## src/arop_defines.vh

```
// constants for the adc result readout port
`ifndef AROP_DEFINES_VH
`define AROP_DEFINES_VH
`define AROP_CHANNELS      4
`define AROP_CH_W          2
`define AROP_RES_W         16
`define AROP_BITS_PER_CH   5'h10
`define AROP_IF_PAR16      2'h0
`define AROP_IF_SERIAL     2'h1
`define AROP_IF_BYTE       2'h3
`define AROP_FIFO_DEPTH    4
`define AROP_FIFO_AW       2
`endif

```

## src/arop_readout.v

```verilog
// result readout port: 16-bit parallel, byte-wide parallel and two-line serial
// Notes on behaviour
// [RULE1] two select inputs choose 16-bit parallel, serial or byte-wide readout
// [RULE2] busy falling edge marks new results ready on every interface
// [RULE3] 16-bit mode drives the data bus only while chip select and read low
// [RULE4] chip select rise floats the bus, its fall releases it
// [RULE5] each read falling edge presents the next channel, channel 1 first
// [RULE6] host may read old results during busy, chip select may stay low
// [RULE7] joined chip select and read: each low pulse frames one channel
// [RULE8] byte mode needs two read pulses per channel result
// [RULE9] byte mode needs interface select and byte select both held high
// [RULE10] byte mode carries each byte on lines 7 to 0, line 0 lsb
// [RULE11] high byte first input chooses upper or lower byte first
// [RULE12] byte mode first channel flag stays high until channel 1 fully read
// [RULE13] serial mode moves data with chip select and serial clock only
// [RULE14] serial line a starts with channels 1 and 2, line b with 3 and 4
// [RULE15] chip select fall releases serial lines with msb, clock rise shifts
// [RULE16] host gives 16 serial clocks per channel, any chip select framing
// [RULE17] host samples serial bits on falling clock edges
// [RULE18] a single serial line still carries every channel in turn
// [RULE19] line b alone gives order channel 3, 4, 1, 2
// [RULE20] serial flag floats while deselected, high for channel 1 on line a
// [RULE21] flag never rises while channel 1 is on line b
// [RULE22] reads during busy deliver the previous conversion's results
// [RULE23] output registers load new results at the busy falling edge
// [RULE24] new results reset the channel read pointer to channel 1
`timescale 1ns/1ns
`default_nettype none
`include "arop_defines.vh"
module arop_readout (
   // clock and reset
   input  wire        i_clk,
   input  wire        i_rst,
   // converter side
   input  wire        i_busy,
   input  wire [63:0] i_conv_results,
   input  wire        i_conv_valid,
   output reg         o_conv_ready,
   // mode straps
   input  wire        i_interface_select,
   // host strobes
   input  wire        i_cs_n,
   input  wire        i_rd_n,
   input  wire        i_sclk,
   // result bus, pins 15 and 14 are byte mode inputs too
   input  wire [15:0] i_result_bus,
   output reg  [15:0] o_result_bus,
   output reg  [15:0] o_result_bus_oe,
   // serial outputs
   output reg         o_serial_out_a,
   output reg         o_serial_out_a_oe,
   output reg         o_serial_out_b,
   output reg         o_serial_out_b_oe,
   // first channel flag
   output reg         o_first_channel_flag,
   output reg         o_first_channel_flag_oe
);
   localparam ST_IDLE = 3'b001;
   localparam ST_PAR  = 3'b010;
   localparam ST_SER  = 3'b100;

   // synchronisers: first stage feeds only the second
   reg [4:0]  s1_q;
   reg [4:0]  s2_q;
   reg [4:0]  s3_q;
   reg [1:0]  bsel_s1_q;
   reg [1:0]  bsel_s2_q;
   wire       busy_s;
   wire       cs_n_s;
   wire       rd_n_s;
   wire       sclk_s;
   wire       isel_s;
   wire       byte_mode_select;
   wire       high_byte_first;
   wire       busy_fall;
   wire       cs_fall;
   wire       cs_rise;
   wire       rd_fall;
   wire       sclk_rise;
   wire       sclk_fall;
   wire [1:0] if_mode;
   wire       par_rd;

   reg [15:0]             res_q [0:`AROP_CHANNELS-1];
   reg [`AROP_CH_W-1:0]   ptr_q;
   reg                    byte_hi_q;
   reg [2:0]              st_q;
   reg [`AROP_CH_W-1:0]   ser_idx_q;
   reg [4:0]              bit_q;
   reg [15:0]             sha_q;
   reg [15:0]             shb_q;
   wire                   fifo_valid;
   wire [63:0]            fifo_data;
   wire                   fifo_wr_ready;
   integer                k;

   // channel carried by serial line a or b at a given slot
   function [`AROP_CH_W-1:0] ser_ch;
      input [`AROP_CH_W-1:0] idx;
      input                  line_b;
      begin
         ser_ch = idx + (line_b ? 2'h2 : 2'h0);
      end
   endfunction

   // byte pick honouring the byte order input
   function [7:0] pick_byte;
      input [15:0] w;
      input        hi_first;
      input        second;
      begin
         pick_byte = (hi_first ^ second) ? w[15:8] : w[7:0];
      end
   endfunction

   assign busy_s           = s2_q[0];
   assign cs_n_s           = s2_q[1];
   assign rd_n_s           = s2_q[2];
   assign sclk_s           = s2_q[3];
   assign isel_s           = s2_q[4];
   assign byte_mode_select = bsel_s2_q[1];
   assign high_byte_first  = bsel_s2_q[0];
   assign busy_fall        = s3_q[0] && !busy_s;                  // [RULE2]
   assign cs_fall          = s3_q[1] && !cs_n_s;
   assign cs_rise          = !s3_q[1] && cs_n_s;
   assign rd_fall          = s3_q[2] && !rd_n_s;
   assign sclk_rise        = !s3_q[3] && sclk_s;
   assign sclk_fall        = s3_q[3] && !sclk_s;
   assign if_mode          = {isel_s & byte_mode_select, isel_s}; // [RULE1] [RULE9]
   // a read strobe counts only while selected and outside a serial frame
   assign par_rd           = rd_fall && !cs_n_s && (st_q != ST_SER)
                             && (if_mode != `AROP_IF_SERIAL);

   arop_fifo #(
      .WIDTH (64),
      .DEPTH (`AROP_FIFO_DEPTH),
      .AW    (`AROP_FIFO_AW)
   ) u_fifo (
      .i_clk      (i_clk),
      .i_rst      (i_rst),
      .i_wr_valid (i_conv_valid),
      .o_wr_ready (fifo_wr_ready),
      .i_wr_data  (i_conv_results),
      .o_rd_valid (fifo_valid),
      .i_rd_ready (busy_fall),
      .o_rd_data  (fifo_data)
   );

   always @(posedge i_clk) begin
      if (i_rst) begin
         s1_q      <= 5'h1E;
         s2_q      <= 5'h1E;
         s3_q      <= 5'h1E;
         bsel_s1_q <= 2'h0;
         bsel_s2_q <= 2'h0;
      end else begin
         s1_q      <= {i_interface_select, i_sclk, i_rd_n, i_cs_n, i_busy};
         s2_q      <= s1_q;
         s3_q      <= s2_q;
         bsel_s1_q <= {i_result_bus[15], i_result_bus[14]};
         bsel_s2_q <= bsel_s1_q;
      end
   end

   always @(posedge i_clk) begin
      if (i_rst) begin
         for (k = 0; k < `AROP_CHANNELS; k = k + 1) begin
            res_q[k] <= 16'h0000;
         end
         ptr_q                   <= {`AROP_CH_W{1'b0}};
         byte_hi_q               <= 1'b0;
         st_q                    <= ST_IDLE;
         ser_idx_q               <= {`AROP_CH_W{1'b0}};
         bit_q                   <= 5'h00;
         sha_q                   <= 16'h0000;
         shb_q                   <= 16'h0000;
         o_conv_ready            <= 1'b0;
         o_result_bus            <= 16'h0000;
         o_result_bus_oe         <= 16'h0000;
         o_serial_out_a          <= 1'b0;
         o_serial_out_a_oe       <= 1'b0;
         o_serial_out_b          <= 1'b0;
         o_serial_out_b_oe       <= 1'b0;
         o_first_channel_flag    <= 1'b0;
         o_first_channel_flag_oe <= 1'b0;
      end else begin
         o_conv_ready <= fifo_wr_ready;
         // results change only here, so busy-high reads see the old set
         if (busy_fall && fifo_valid) begin                       // [RULE23] [RULE22]
            for (k = 0; k < `AROP_CHANNELS; k = k + 1) begin
               res_q[k] <= fifo_data[16*k +: 16];
            end
         end
         if (busy_fall) begin
            ptr_q     <= {`AROP_CH_W{1'b0}};                      // [RULE24]
            byte_hi_q <= 1'b0;
            ser_idx_q <= {`AROP_CH_W{1'b0}};
         end
         case (st_q)
            ST_IDLE: begin
               o_result_bus_oe   <= 16'h0000;
               o_serial_out_a_oe <= 1'b0;
               o_serial_out_b_oe <= 1'b0;
               o_first_channel_flag_oe <= 1'b0;
               if (cs_fall || (!cs_n_s && if_mode != `AROP_IF_SERIAL)) begin // [RULE4] [RULE6]
                  if (if_mode == `AROP_IF_SERIAL) begin           // [RULE13]
                     st_q <= ST_SER;
                     // msb is on the line at chip select fall
                     sha_q <= res_q[ser_ch(ser_idx_q, 1'b0)];     // [RULE14] [RULE15]
                     shb_q <= res_q[ser_ch(ser_idx_q, 1'b1)];
                     o_serial_out_a    <= res_q[ser_ch(ser_idx_q, 1'b0)][15];
                     o_serial_out_b    <= res_q[ser_ch(ser_idx_q, 1'b1)][15];
                     o_serial_out_a_oe <= 1'b1;
                     o_serial_out_b_oe <= 1'b1;
                     bit_q             <= 5'h00;
                     o_first_channel_flag    <= (ser_idx_q == 2'h0); // [RULE20] [RULE21]
                     o_first_channel_flag_oe <= 1'b1;
                  end else begin
                     st_q <= ST_PAR;
                  end
               end
            end
            ST_PAR: begin
               if (cs_rise || if_mode == `AROP_IF_SERIAL) begin
                  st_q            <= ST_IDLE;
                  o_result_bus_oe <= 16'h0000;                    // [RULE4]
               end else begin
                  if (if_mode == `AROP_IF_BYTE) begin
                     // pins 15 and 14 stay inputs in byte mode
                     o_result_bus_oe <= (rd_n_s || cs_n_s) ? 16'h0000 : 16'h00FF;
                  end else begin
                     o_result_bus_oe <= (rd_n_s || cs_n_s) ? 16'h0000 : 16'hFFFF; // [RULE3]
                  end
               end
            end
            ST_SER: begin
               if (cs_rise) begin
                  st_q                    <= ST_IDLE;
                  o_serial_out_a_oe       <= 1'b0;
                  o_serial_out_b_oe       <= 1'b0;
                  o_first_channel_flag_oe <= 1'b0;                // [RULE20]
               end else begin
                  if (sclk_rise && bit_q != 5'h00) begin          // [RULE15]
                     if (bit_q == `AROP_BITS_PER_CH) begin
                        // next channel slot on each line
                        sha_q <= res_q[ser_ch(ser_idx_q, 1'b0)];  // [RULE18] [RULE19]
                        shb_q <= res_q[ser_ch(ser_idx_q, 1'b1)];
                        o_serial_out_a <= res_q[ser_ch(ser_idx_q, 1'b0)][15];
                        o_serial_out_b <= res_q[ser_ch(ser_idx_q, 1'b1)][15];
                        bit_q <= 5'h00;
                        o_first_channel_flag <= (ser_idx_q == 2'h0); // [RULE21]
                     end else begin
                        sha_q <= {sha_q[14:0], 1'b0};
                        shb_q <= {shb_q[14:0], 1'b0};
                        o_serial_out_a <= sha_q[14];
                        o_serial_out_b <= shb_q[14];
                     end
                  end
                  if (sclk_fall) begin                            // [RULE16] [RULE17]
                     if (bit_q == `AROP_BITS_PER_CH - 5'h01) begin
                        ser_idx_q            <= ser_idx_q + 1'b1;
                        o_first_channel_flag <= 1'b0;             // [RULE20]
                        bit_q                <= `AROP_BITS_PER_CH;
                     end else begin
                        bit_q <= bit_q + 5'h01;
                     end
                  end
               end
            end
            default: st_q <= ST_IDLE;
         endcase
         // a joined select and read falls in the very cycle that leaves idle,
         // so the read is taken outside the state walk, and after it so it wins
         if (par_rd) begin                                        // [RULE5] [RULE7]
            if (if_mode == `AROP_IF_BYTE) begin                   // [RULE8]
               o_result_bus <= {8'h00,
                  pick_byte(res_q[ptr_q], high_byte_first, byte_hi_q)}; // [RULE10] [RULE11]
               byte_hi_q <= !byte_hi_q;
               if (byte_hi_q) begin
                  ptr_q <= ptr_q + 1'b1;
               end
            end else begin
               o_result_bus <= res_q[ptr_q];
               ptr_q        <= ptr_q + 1'b1;
            end
            // both channel 1 bytes go out with the flag still high
            o_first_channel_flag    <= (ptr_q == 2'h0);           // [RULE12]
            o_first_channel_flag_oe <= 1'b1;
         end
      end
   end
endmodule
`default_nettype wire

```

## src/arop_fifo.v

```verilog
// small flip-flop fifo carrying converter results into the output registers
`timescale 1ns/1ns
`default_nettype none
module arop_fifo #(
   parameter WIDTH = 64,
   parameter DEPTH = 4,
   parameter AW    = 2
) (
   // clock and reset
   input  wire             i_clk,
   input  wire             i_rst,
   // write side
   input  wire             i_wr_valid,
   output wire             o_wr_ready,
   input  wire [WIDTH-1:0] i_wr_data,
   // read side
   output wire             o_rd_valid,
   input  wire             i_rd_ready,
   output wire [WIDTH-1:0] o_rd_data
);
   reg [WIDTH-1:0] mem_q [0:DEPTH-1];
   reg [AW-1:0]    wp_q;
   reg [AW-1:0]    rp_q;
   reg [AW:0]      cnt_q;
   wire            do_wr;
   wire            do_rd;
   integer         k;

   assign o_wr_ready = (cnt_q != DEPTH[AW:0]);
   assign o_rd_valid = (cnt_q != {(AW+1){1'b0}});
   assign o_rd_data  = mem_q[rp_q];
   assign do_wr      = i_wr_valid && o_wr_ready;
   assign do_rd      = o_rd_valid && i_rd_ready;

   always @(posedge i_clk) begin
      if (i_rst) begin
         wp_q  <= {AW{1'b0}};
         rp_q  <= {AW{1'b0}};
         cnt_q <= {(AW+1){1'b0}};
         for (k = 0; k < DEPTH; k = k + 1) begin
            mem_q[k] <= {WIDTH{1'b0}};
         end
      end else begin
         if (do_wr) begin
            mem_q[wp_q] <= i_wr_data;
            wp_q        <= wp_q + 1'b1;
         end
         if (do_rd) begin
            rp_q <= rp_q + 1'b1;
         end
         if (do_wr && !do_rd) begin
            cnt_q <= cnt_q + 1'b1;
         end else if (do_rd && !do_wr) begin
            cnt_q <= cnt_q - 1'b1;
         end
      end
   end
endmodule
`default_nettype wire

```

## config.mk

```make
export PLATFORM = sky130hd
export DESIGN_NAME = arop_readout
export DESIGN_NICKNAME = d
export VERILOG_FILES = /design/src/arop_readout.v /design/src/arop_fifo.v
export VERILOG_INCLUDE_DIRS = /design/src
export SDC_FILE = /design/constraint.sdc
export NUM_CORES = 1
export LEC_CHECK = 0
export ABC_AREA = 1
export BUFFER_PORTS_ARGS = -buffer_cell sky130_fd_sc_hd__buf_4
export CAP_MARGIN = 15
export CORE_MARGIN = 2
export CORE_UTILIZATION = 35
export DETAILED_ROUTE_END_ITERATION = 12
export GPL_TIMING_DRIVEN = 0
export SYNTH_ARGS = -nofsm -noshare
export SYNTH_HDL_FRONTEND = slang
export SYNTH_SLANG_ARGS = --single-unit
```

## constraint.sdc

```tcl
create_clock -name i_clk -period 22 [get_ports i_clk]
set_input_delay 3.3 -clock i_clk [delete_from_list [all_inputs] [get_ports i_clk]]
set_output_delay 3.3 -clock i_clk [all_outputs]
set_load 0.02 [all_outputs]
```

==> flow_summary.json, run 1 <==
{
  "status": "finished, final reports clean",
  "cts_buffer_depth": 3,
  "maxCapViolCount": 0,
  "ys.flop_type": "edfxtp_1",
  "fin_crit_sh_pct": 23.7,
  "netlist_top_cells_count": "541 x nor2_1, 356 x nand2_1, 320 x edfxtp_1, 165 x o21ai_0, 118 x inv_1",
  "post_cts_buffers": 0,
  "vdd_drop_max_v": 0.0000555,
  "swShare_pct": 25.3,
  "fin_nets": 2326,
  "syn_inst": 2065,
  "finalWeightedCongestion": 0.949,
  "tightest_slew_ps": 1050,
  "postCtsHoldBufs": 0,
  "hold_slack_ps": 410,
  "place_ws_ps": 16160,
  "cts_sinks": 414,
  "multi_input_area_um2": 6020,
  "worst_slew_margin_rel_pct": 30.0,
  "cp-start-kind": "input pin",
  "drtIter0Drc": 1394,
  "max_freq_ghz": 0.192,
  "drv_slew": 0,
  "power_density_nw_per_um2": 82.9,
  "power_frac_comb_pct": 9.0,
  "yosysWarnings": 0,
  "wire_per_inst_um": 18.2,
  "cp_data_required_time_ps": 22290,
  "ant_nets": 0,
  "rr_worst_depth": 7,
  "totalPowerFinal_mw": 1.84,
  "internal_power_mw": 1.37,
  "antenna_found_initial": 1,
  "clock_latency_ps": 600,
  "dp.cells": 2872,
  "synth-seq-cells": 414,
  "rsz0062_at_grt": "false",
  "grt_start_max_net_pins": 59,
  "synth_top_area_share_pct": 51.3,
  "die_x_um": 235,
  "root_buffer": "clkbuf_16",
  "switchingPower_uw": 464,
  "post_cts_resized": 0,
  "drc": 0,
  "critPathMaxFanout": 15,
  "numCtsBuffers": 45,
  "vias": 14800,
  "netlist_top_cells_area": "edfxtp_1 51%, nor2_1 11%, dfxtp_1 10%",
  "yosys.area.top_type": "edfxtp_1",
  "power_frac_seq_pct": 50.0,
  "arrival_ps": 5510,
  "hold_path_depth": 1,
  "fin_crit_ps": 5220,
  "grtUsageTotal_pct": 19.5,
  "area_growth_pct": 18.1,
  "synth_area_um2": 18700,
  "avgSynthCellArea_um2": 9.08,
  "fin_ws_ps": 16780,
  "clockPowerShare_pct": 41.0,
  "drt_pass1_iterations": 6,
  "htreeDepth": 2,
  "p_leak_nw": 8.93,
  "grt_pass1_wl_um": 83200,
  "portBuffers": 111,
  "first_global_vias": 14500,
  "finalSetupViolCount": 0,
  "grt-ovfl-total": 0,
  "antennaDiodeCount": 0,
  "synthArstFlopShare_pct": 0,
  "cts_tree": "done",
  "die_h_um": 235,
  "num_rows": 84,
  "setup-tns-final_ps": 0,
  "hpwl_um": 38000,
  "synth_cell_type_count": 35,
  "ioPinCount": 127,
  "seq_area_frac_synth_pct": 61.3,
  "stdcell_count": 2956,
  "die_area_um2": 55400,
  "yosysMostFrequentCell": "nor2_1",
  "start_util_pct": 35.5,
  "regArea_um2": 11500,
  "crit_type": "in -> reg",
  "hold_violations": 0,
  "synth_edf_count": 320,
  "synthesis.nets": 2160,
  "routed_wirelength_um": 53700,
  "path_clk_slew_ps": 60,
  "fillers": 5153,
  "drive_gt1_share_pct": 13.2,
  "via_per_inst": 4.99,
  "hold_path_class": "reg -> reg",
  "core_area_um2": 52800,
  "end_kind": "flip-flop",
  "fin_skew_ps": 28.5
}
[power groups by stage]
stage / sequential [mW] / combinational (mW) / clock, mW
floorplan: 0.932 / 0.101 / 0
global placement: 0.939 / 0.154 / 0
detailed placement: 0.935 / 0.165 / 0
CTS: 0.919 / 0.166 / 0.763
global route: 0.923 / 0.186 / 0.797
finish: 0.919 / 0.165 / 0.752
[metrics by stage]
| stage | util, % | instance area [um2] |
|---|---|---|
| 5_1_grt | 41.9 | 22100 |
| 2_1_floorplan | - | 18700 |
| 3_3_place_gp | 38.7 | 20400 |
| 6_report | 41.9 | 22100 |
| 3_5_place_dp | 39.2 | 20700 |
| 4_1_cts | 41.9 | 22100 |
[area by class of cell]
cell class / instances / area share (%)
buffer: 145 / 3.52
timing repair buffer: 119 / 4.67
clock inverter: 27 / 1.29
tap: 688 / 3.89
inverter: 129 / 2.21
sequential: 414 / 51.9
multi-input combinational: 1377 / 27.2
clock buffer: 57 / 5.29
[sequential cells by signal, summed over array words and instances (netlist names), 2 cells and up, named ones only]
register	cells
o_result_bus_oe	2
s3_q	4
bsel_s1_q	2
o_result_bus	16
u_fifo.rp_q	2
u_fifo.wp_q	2
shb_q	15
s2_q	5
u_fifo.cnt_q	3
ptr_q	2
st_q	3
bsel_s2_q	2
u_fifo.mem_q	256
res_q	64
ser_idx_q	2
s1_q	5
bit_q	5
sha_q	15
[worst max-delay path: stages]
cell	delay [ps]
buf_4	80
inv_1	60
a31oi_4	320
nand2_2	170
clkbuf_1	340
o31ai_4	800
buf_8	250
buf_16	170
[worst paths after layout]
path                        start  slack, ps             endpoint
setup / recovery     i_conv_valid      16780  u_fifo.mem_q[2][57]
hold / removal            s1_q[4]        410              s2_q[4]
setup reg to reg  u_fifo.cnt_q[0]      19150  u_fifo.mem_q[2][57]
hold reg to reg           s1_q[4]        410              s2_q[4]
[cells by family after synthesis]
family,after synthesis,share of synthesized area [%]
xor+xnor,2,0.0935
buf+inv,274,6.75
fa+ha+maj,7,0.507
flops,414,61.3
simple gates,1078,23.2
compound gates,290,8.19
[cells in the final DEF (no fill, tap or decap), types with 2 or more instances in the layout]
master | Yosys | layout
nand4_1 | 3 | 3
clkbuf_16 | 0 | 45
buf_1 | 21 | 21
buf_2 | 42 | 42
nor2_2 | 3 | 3
a21oi_1 | 95 | 95
clkbuf_1 | 49 | 61
clkinv_4 | 0 | 3
o21ai_0 | 165 | 165
inv_4 | 1 | 2
clkinv_2 | 0 | 4
nand3_2 | 3 | 3
o21ai_1 | 7 | 7
nor2_4 | 2 | 2
nor3_1 | 66 | 66
nand3_1 | 88 | 88
buf_4 | 16 | 127
inv_1 | 118 | 117
o211ai_1 | 17 | 17
buf_16 | 0 | 6
nand2_4 | 1 | 3
inv_6 | 0 | 3
or2_2 | 10 | 10
bufinv_16 | 0 | 3
nor2_1 | 541 | 541
clkinv_1 | 3 | 10
a31oi_4 | 2 | 2
nand2_2 | 4 | 5
nand2_1 | 356 | 353
a31oi_1 | 2 | 2
inv_2 | 7 | 7
edfxtp_1 | 320 | 320
ha_1 | 6 | 6
xor2_1 | 2 | 2
buf_6 | 16 | 16
clkinvlp_4 | 0 | 4
dfxtp_1 | 94 | 94
[metal layers]
| metal | up-vias | part of all wire, % | GRT usage (%) |
|---|---|---|---|
| met4 | 0 | 3.4 | 7.66 |
| met2 | 494 | 47 | 31.2 |
| met5 | - | 0 | 0 |
| met1 | 7035 | 43 | 26.1 |
| li1 | 7137 | - | - |
| met3 | 97 | 7.0 | 3.62 |
Power figures use the tool's default switching activity.
==> inputs of run 2 (changes only) <==
==> constraint.sdc (replaced) <==
create_clock -name i_clk -period 4.2 [get_ports i_clk]
set_input_delay 0.63 -clock i_clk [delete_from_list [all_inputs] [get_ports i_clk]]
set_output_delay 0.63 -clock i_clk [all_outputs]
set_load 0.02 [all_outputs]
==> run 2 against run 1 <==
Compared with the run above:
- combinational power grew to 5.2 times the previous value
- die area is the same
- clock skew rose by 18 ps
==> flow_summary.json, run 2 (synthesized netlist as in run 1, its figures left out) <==
{
  "max_freq_ghz": 0.354,
  "fin_nets": 2326,
  "grt_pass1_wl_um": 82000,
  "crit_buf_inv": 4,
  "worst_slew_margin_rel_pct": 30.2,
  "hold_violations": 0,
  "htreeDepth": 2,
  "drive_gt1_share_pct": 13.5,
  "dp.cells": 2871,
  "crit_type": "reg -> reg",
  "power_frac_seq_pct": 50.3,
  "grt-ovfl-total": 0,
  "cts_sinks": 414,
  "fin_util_pct": 41.9,
  "via_per_inst": 4.97,
  "r2r_slack_ps": 1380,
  "antennaDiodeCount": 0,
  "fillers": 5137,
  "die_area_um2": 55400,
  "final_common_cell": "nor2_1",
  "drt_pass1_iterations": 5,
  "stdcell_count": 2955,
  "num_rows": 84,
  "clockPowerShare_pct": 40.7,
  "drtIter0Drc": 1506,
  "postCtsHoldBufs": 0,
  "hpwl_um": 37900,
  "reg2reg_to": "u_fifo.mem_q[2][55]",
  "critical_path.slowest_cell": "o31ai_4",
  "routed_wirelength_um": 53400,
  "fin_crit_sh_pct": 67.2,
  "ant_nets": 0,
  "rr_worst_depth": 7,
  "power_density_nw_per_um2": 432,
  "core_area_um2": 52800,
  "hold_slack_ps": 230,
  "post_cts_buffers": 0,
  "clock_latency_ps": 610,
  "regArea_um2": 11500,
  "first_global_vias": 14000,
  "layout_common_cells": "541 x nor2_1, 353 x nand2_1, 320 x edfxtp_1, 165 x o21ai_0, 127 x buf_4",
  "path_clk_slew_ps": 60,
  "hold_path_class": "in -> reg",
  "maxCapViolCount": 0,
  "cts_tree": "done",
  "finalSetupViolCount": 0,
  "grtUsageTotal_pct": 19.2,
  "post_cts_resized": 0,
  "numCtsBuffers": 46,
  "cp-startpoint": "u_fifo.cnt_q[0]",
  "totalPowerFinal_mw": 9.56,
  "swShare_pct": 25.3,
  "vdd_drop_max_v": 0.000287,
  "portBuffers": 111,
  "top_register": "u_fifo.mem_q",
  "setup-tns-final_ps": 0,
  "die_x_um": 235,
  "p_leak_nw": 8.93,
  "place_area_um2": 20600,
  "multi_input_area_um2": 6020,
  "arrival_ps": 3120,
  "start_util_pct": 35.5,
  "cp_top_family": "compound AO/OA/AOI/OAI gates",
  "fin_ws_ps": 1380,
  "area_growth_pct": 17.9,
  "cp_data_required_time_ps": 4500,
  "design_area_um2": 22100,
  "wire_per_inst_um": 18.1,
  "power_frac_comb_pct": 8.9,
  "largest_registers": "u_fifo.mem_q: 256 flops, res_q: 64 flops, o_result_bus: 16 flops",
  "grt_start_max_net_pins": 65,
  "path_depth": 7,
  "critPathMaxFanout": 15,
  "tightest_slew_ps": 1050,
  "critPathMaxStageDelay_ps": 770,
  "cp-endpoint": "u_fifo.mem_q[2][55]",
  "status": "finished, final reports clean",
  "path_cells": "inv_2 -> a31oi_4 -> nand2_2 -> clkbuf_1 -> o31ai_4 -> buf_8 -> buf_16",
  "drv_slew": 0,
  "fin_skew_ps": 46.7,
  "rsz0062_at_grt": "false",
  "switchingPower_mw": 2.42,
  "drc": 0,
  "largest_reg_flops": 256,
  "end_kind": "flip-flop",
  "internal_power_mw": 7.14,
  "fin_crit_ps": 2820,
  "place_ws_ps": 1010,
  "antenna_found_initial": 1,
  "regToRegStartpoint": "u_fifo.cnt_q[0]",
  "cts_buffer_depth": 3,
  "ioPinCount": 127,
  "die_h_um": 235,
  "vias": 14700,
  "finalWeightedCongestion": 0.948,
  "root_buffer": "clkbuf_16",
  "cp-start-kind": "flip-flop"
}
run 2: worst min path at each step:
stage	slack, ps	start	endpoint	cells after the start
3_5_place_dp	400	bsel_s1_q[1]	bsel_s2_q[1]	2
4_1_cts	200	i_sclk	s1_q[3]	2
6_report	230	i_sclk	s1_q[3]	2
3_3_place_gp	400	s1_q[2]	s2_q[2]	1
5_1_grt	210	i_sclk	s1_q[3]	2
2_1_floorplan	390	bsel_s1_q[0]	bsel_s2_q[0]	2
run 2: layer usage:
metal	global-route usage [%]	share of wire, %	vias up
met5	0	0	-
met4	5.62	2.4	0
met3	2.87	6.7	84
met2	31.3	47	533
met1	26.5	44	6920
li1	-	-	7152
run 2: power by group through the flow:
| stage | registers [mW] | logic [mW] | clock network (mW) |
|---|---|---|---|
| final | 4.81 | 0.855 | 3.89 |
| after global routing | 4.83 | 0.960 | 4.11 |
| after CTS | 4.81 | 0.862 | 3.95 |
| after detailed placement | 4.90 | 0.856 | 0 |
| after global placement | 4.91 | 0.808 | 0 |
| after floorplan | 4.88 | 0.531 | 0 |
run 2: cell type report:
type / count / area share, %
multi-input cells: 1377 / 27.2
clock inverters: 35 / 1.33
repair buffers: 118 / 4.55
well taps: 688 / 3.89
plain buffers: 145 / 3.52
flip-flops and latches: 414 / 52.0
inverters: 129 / 2.21
clock buffers: 49 / 5.26
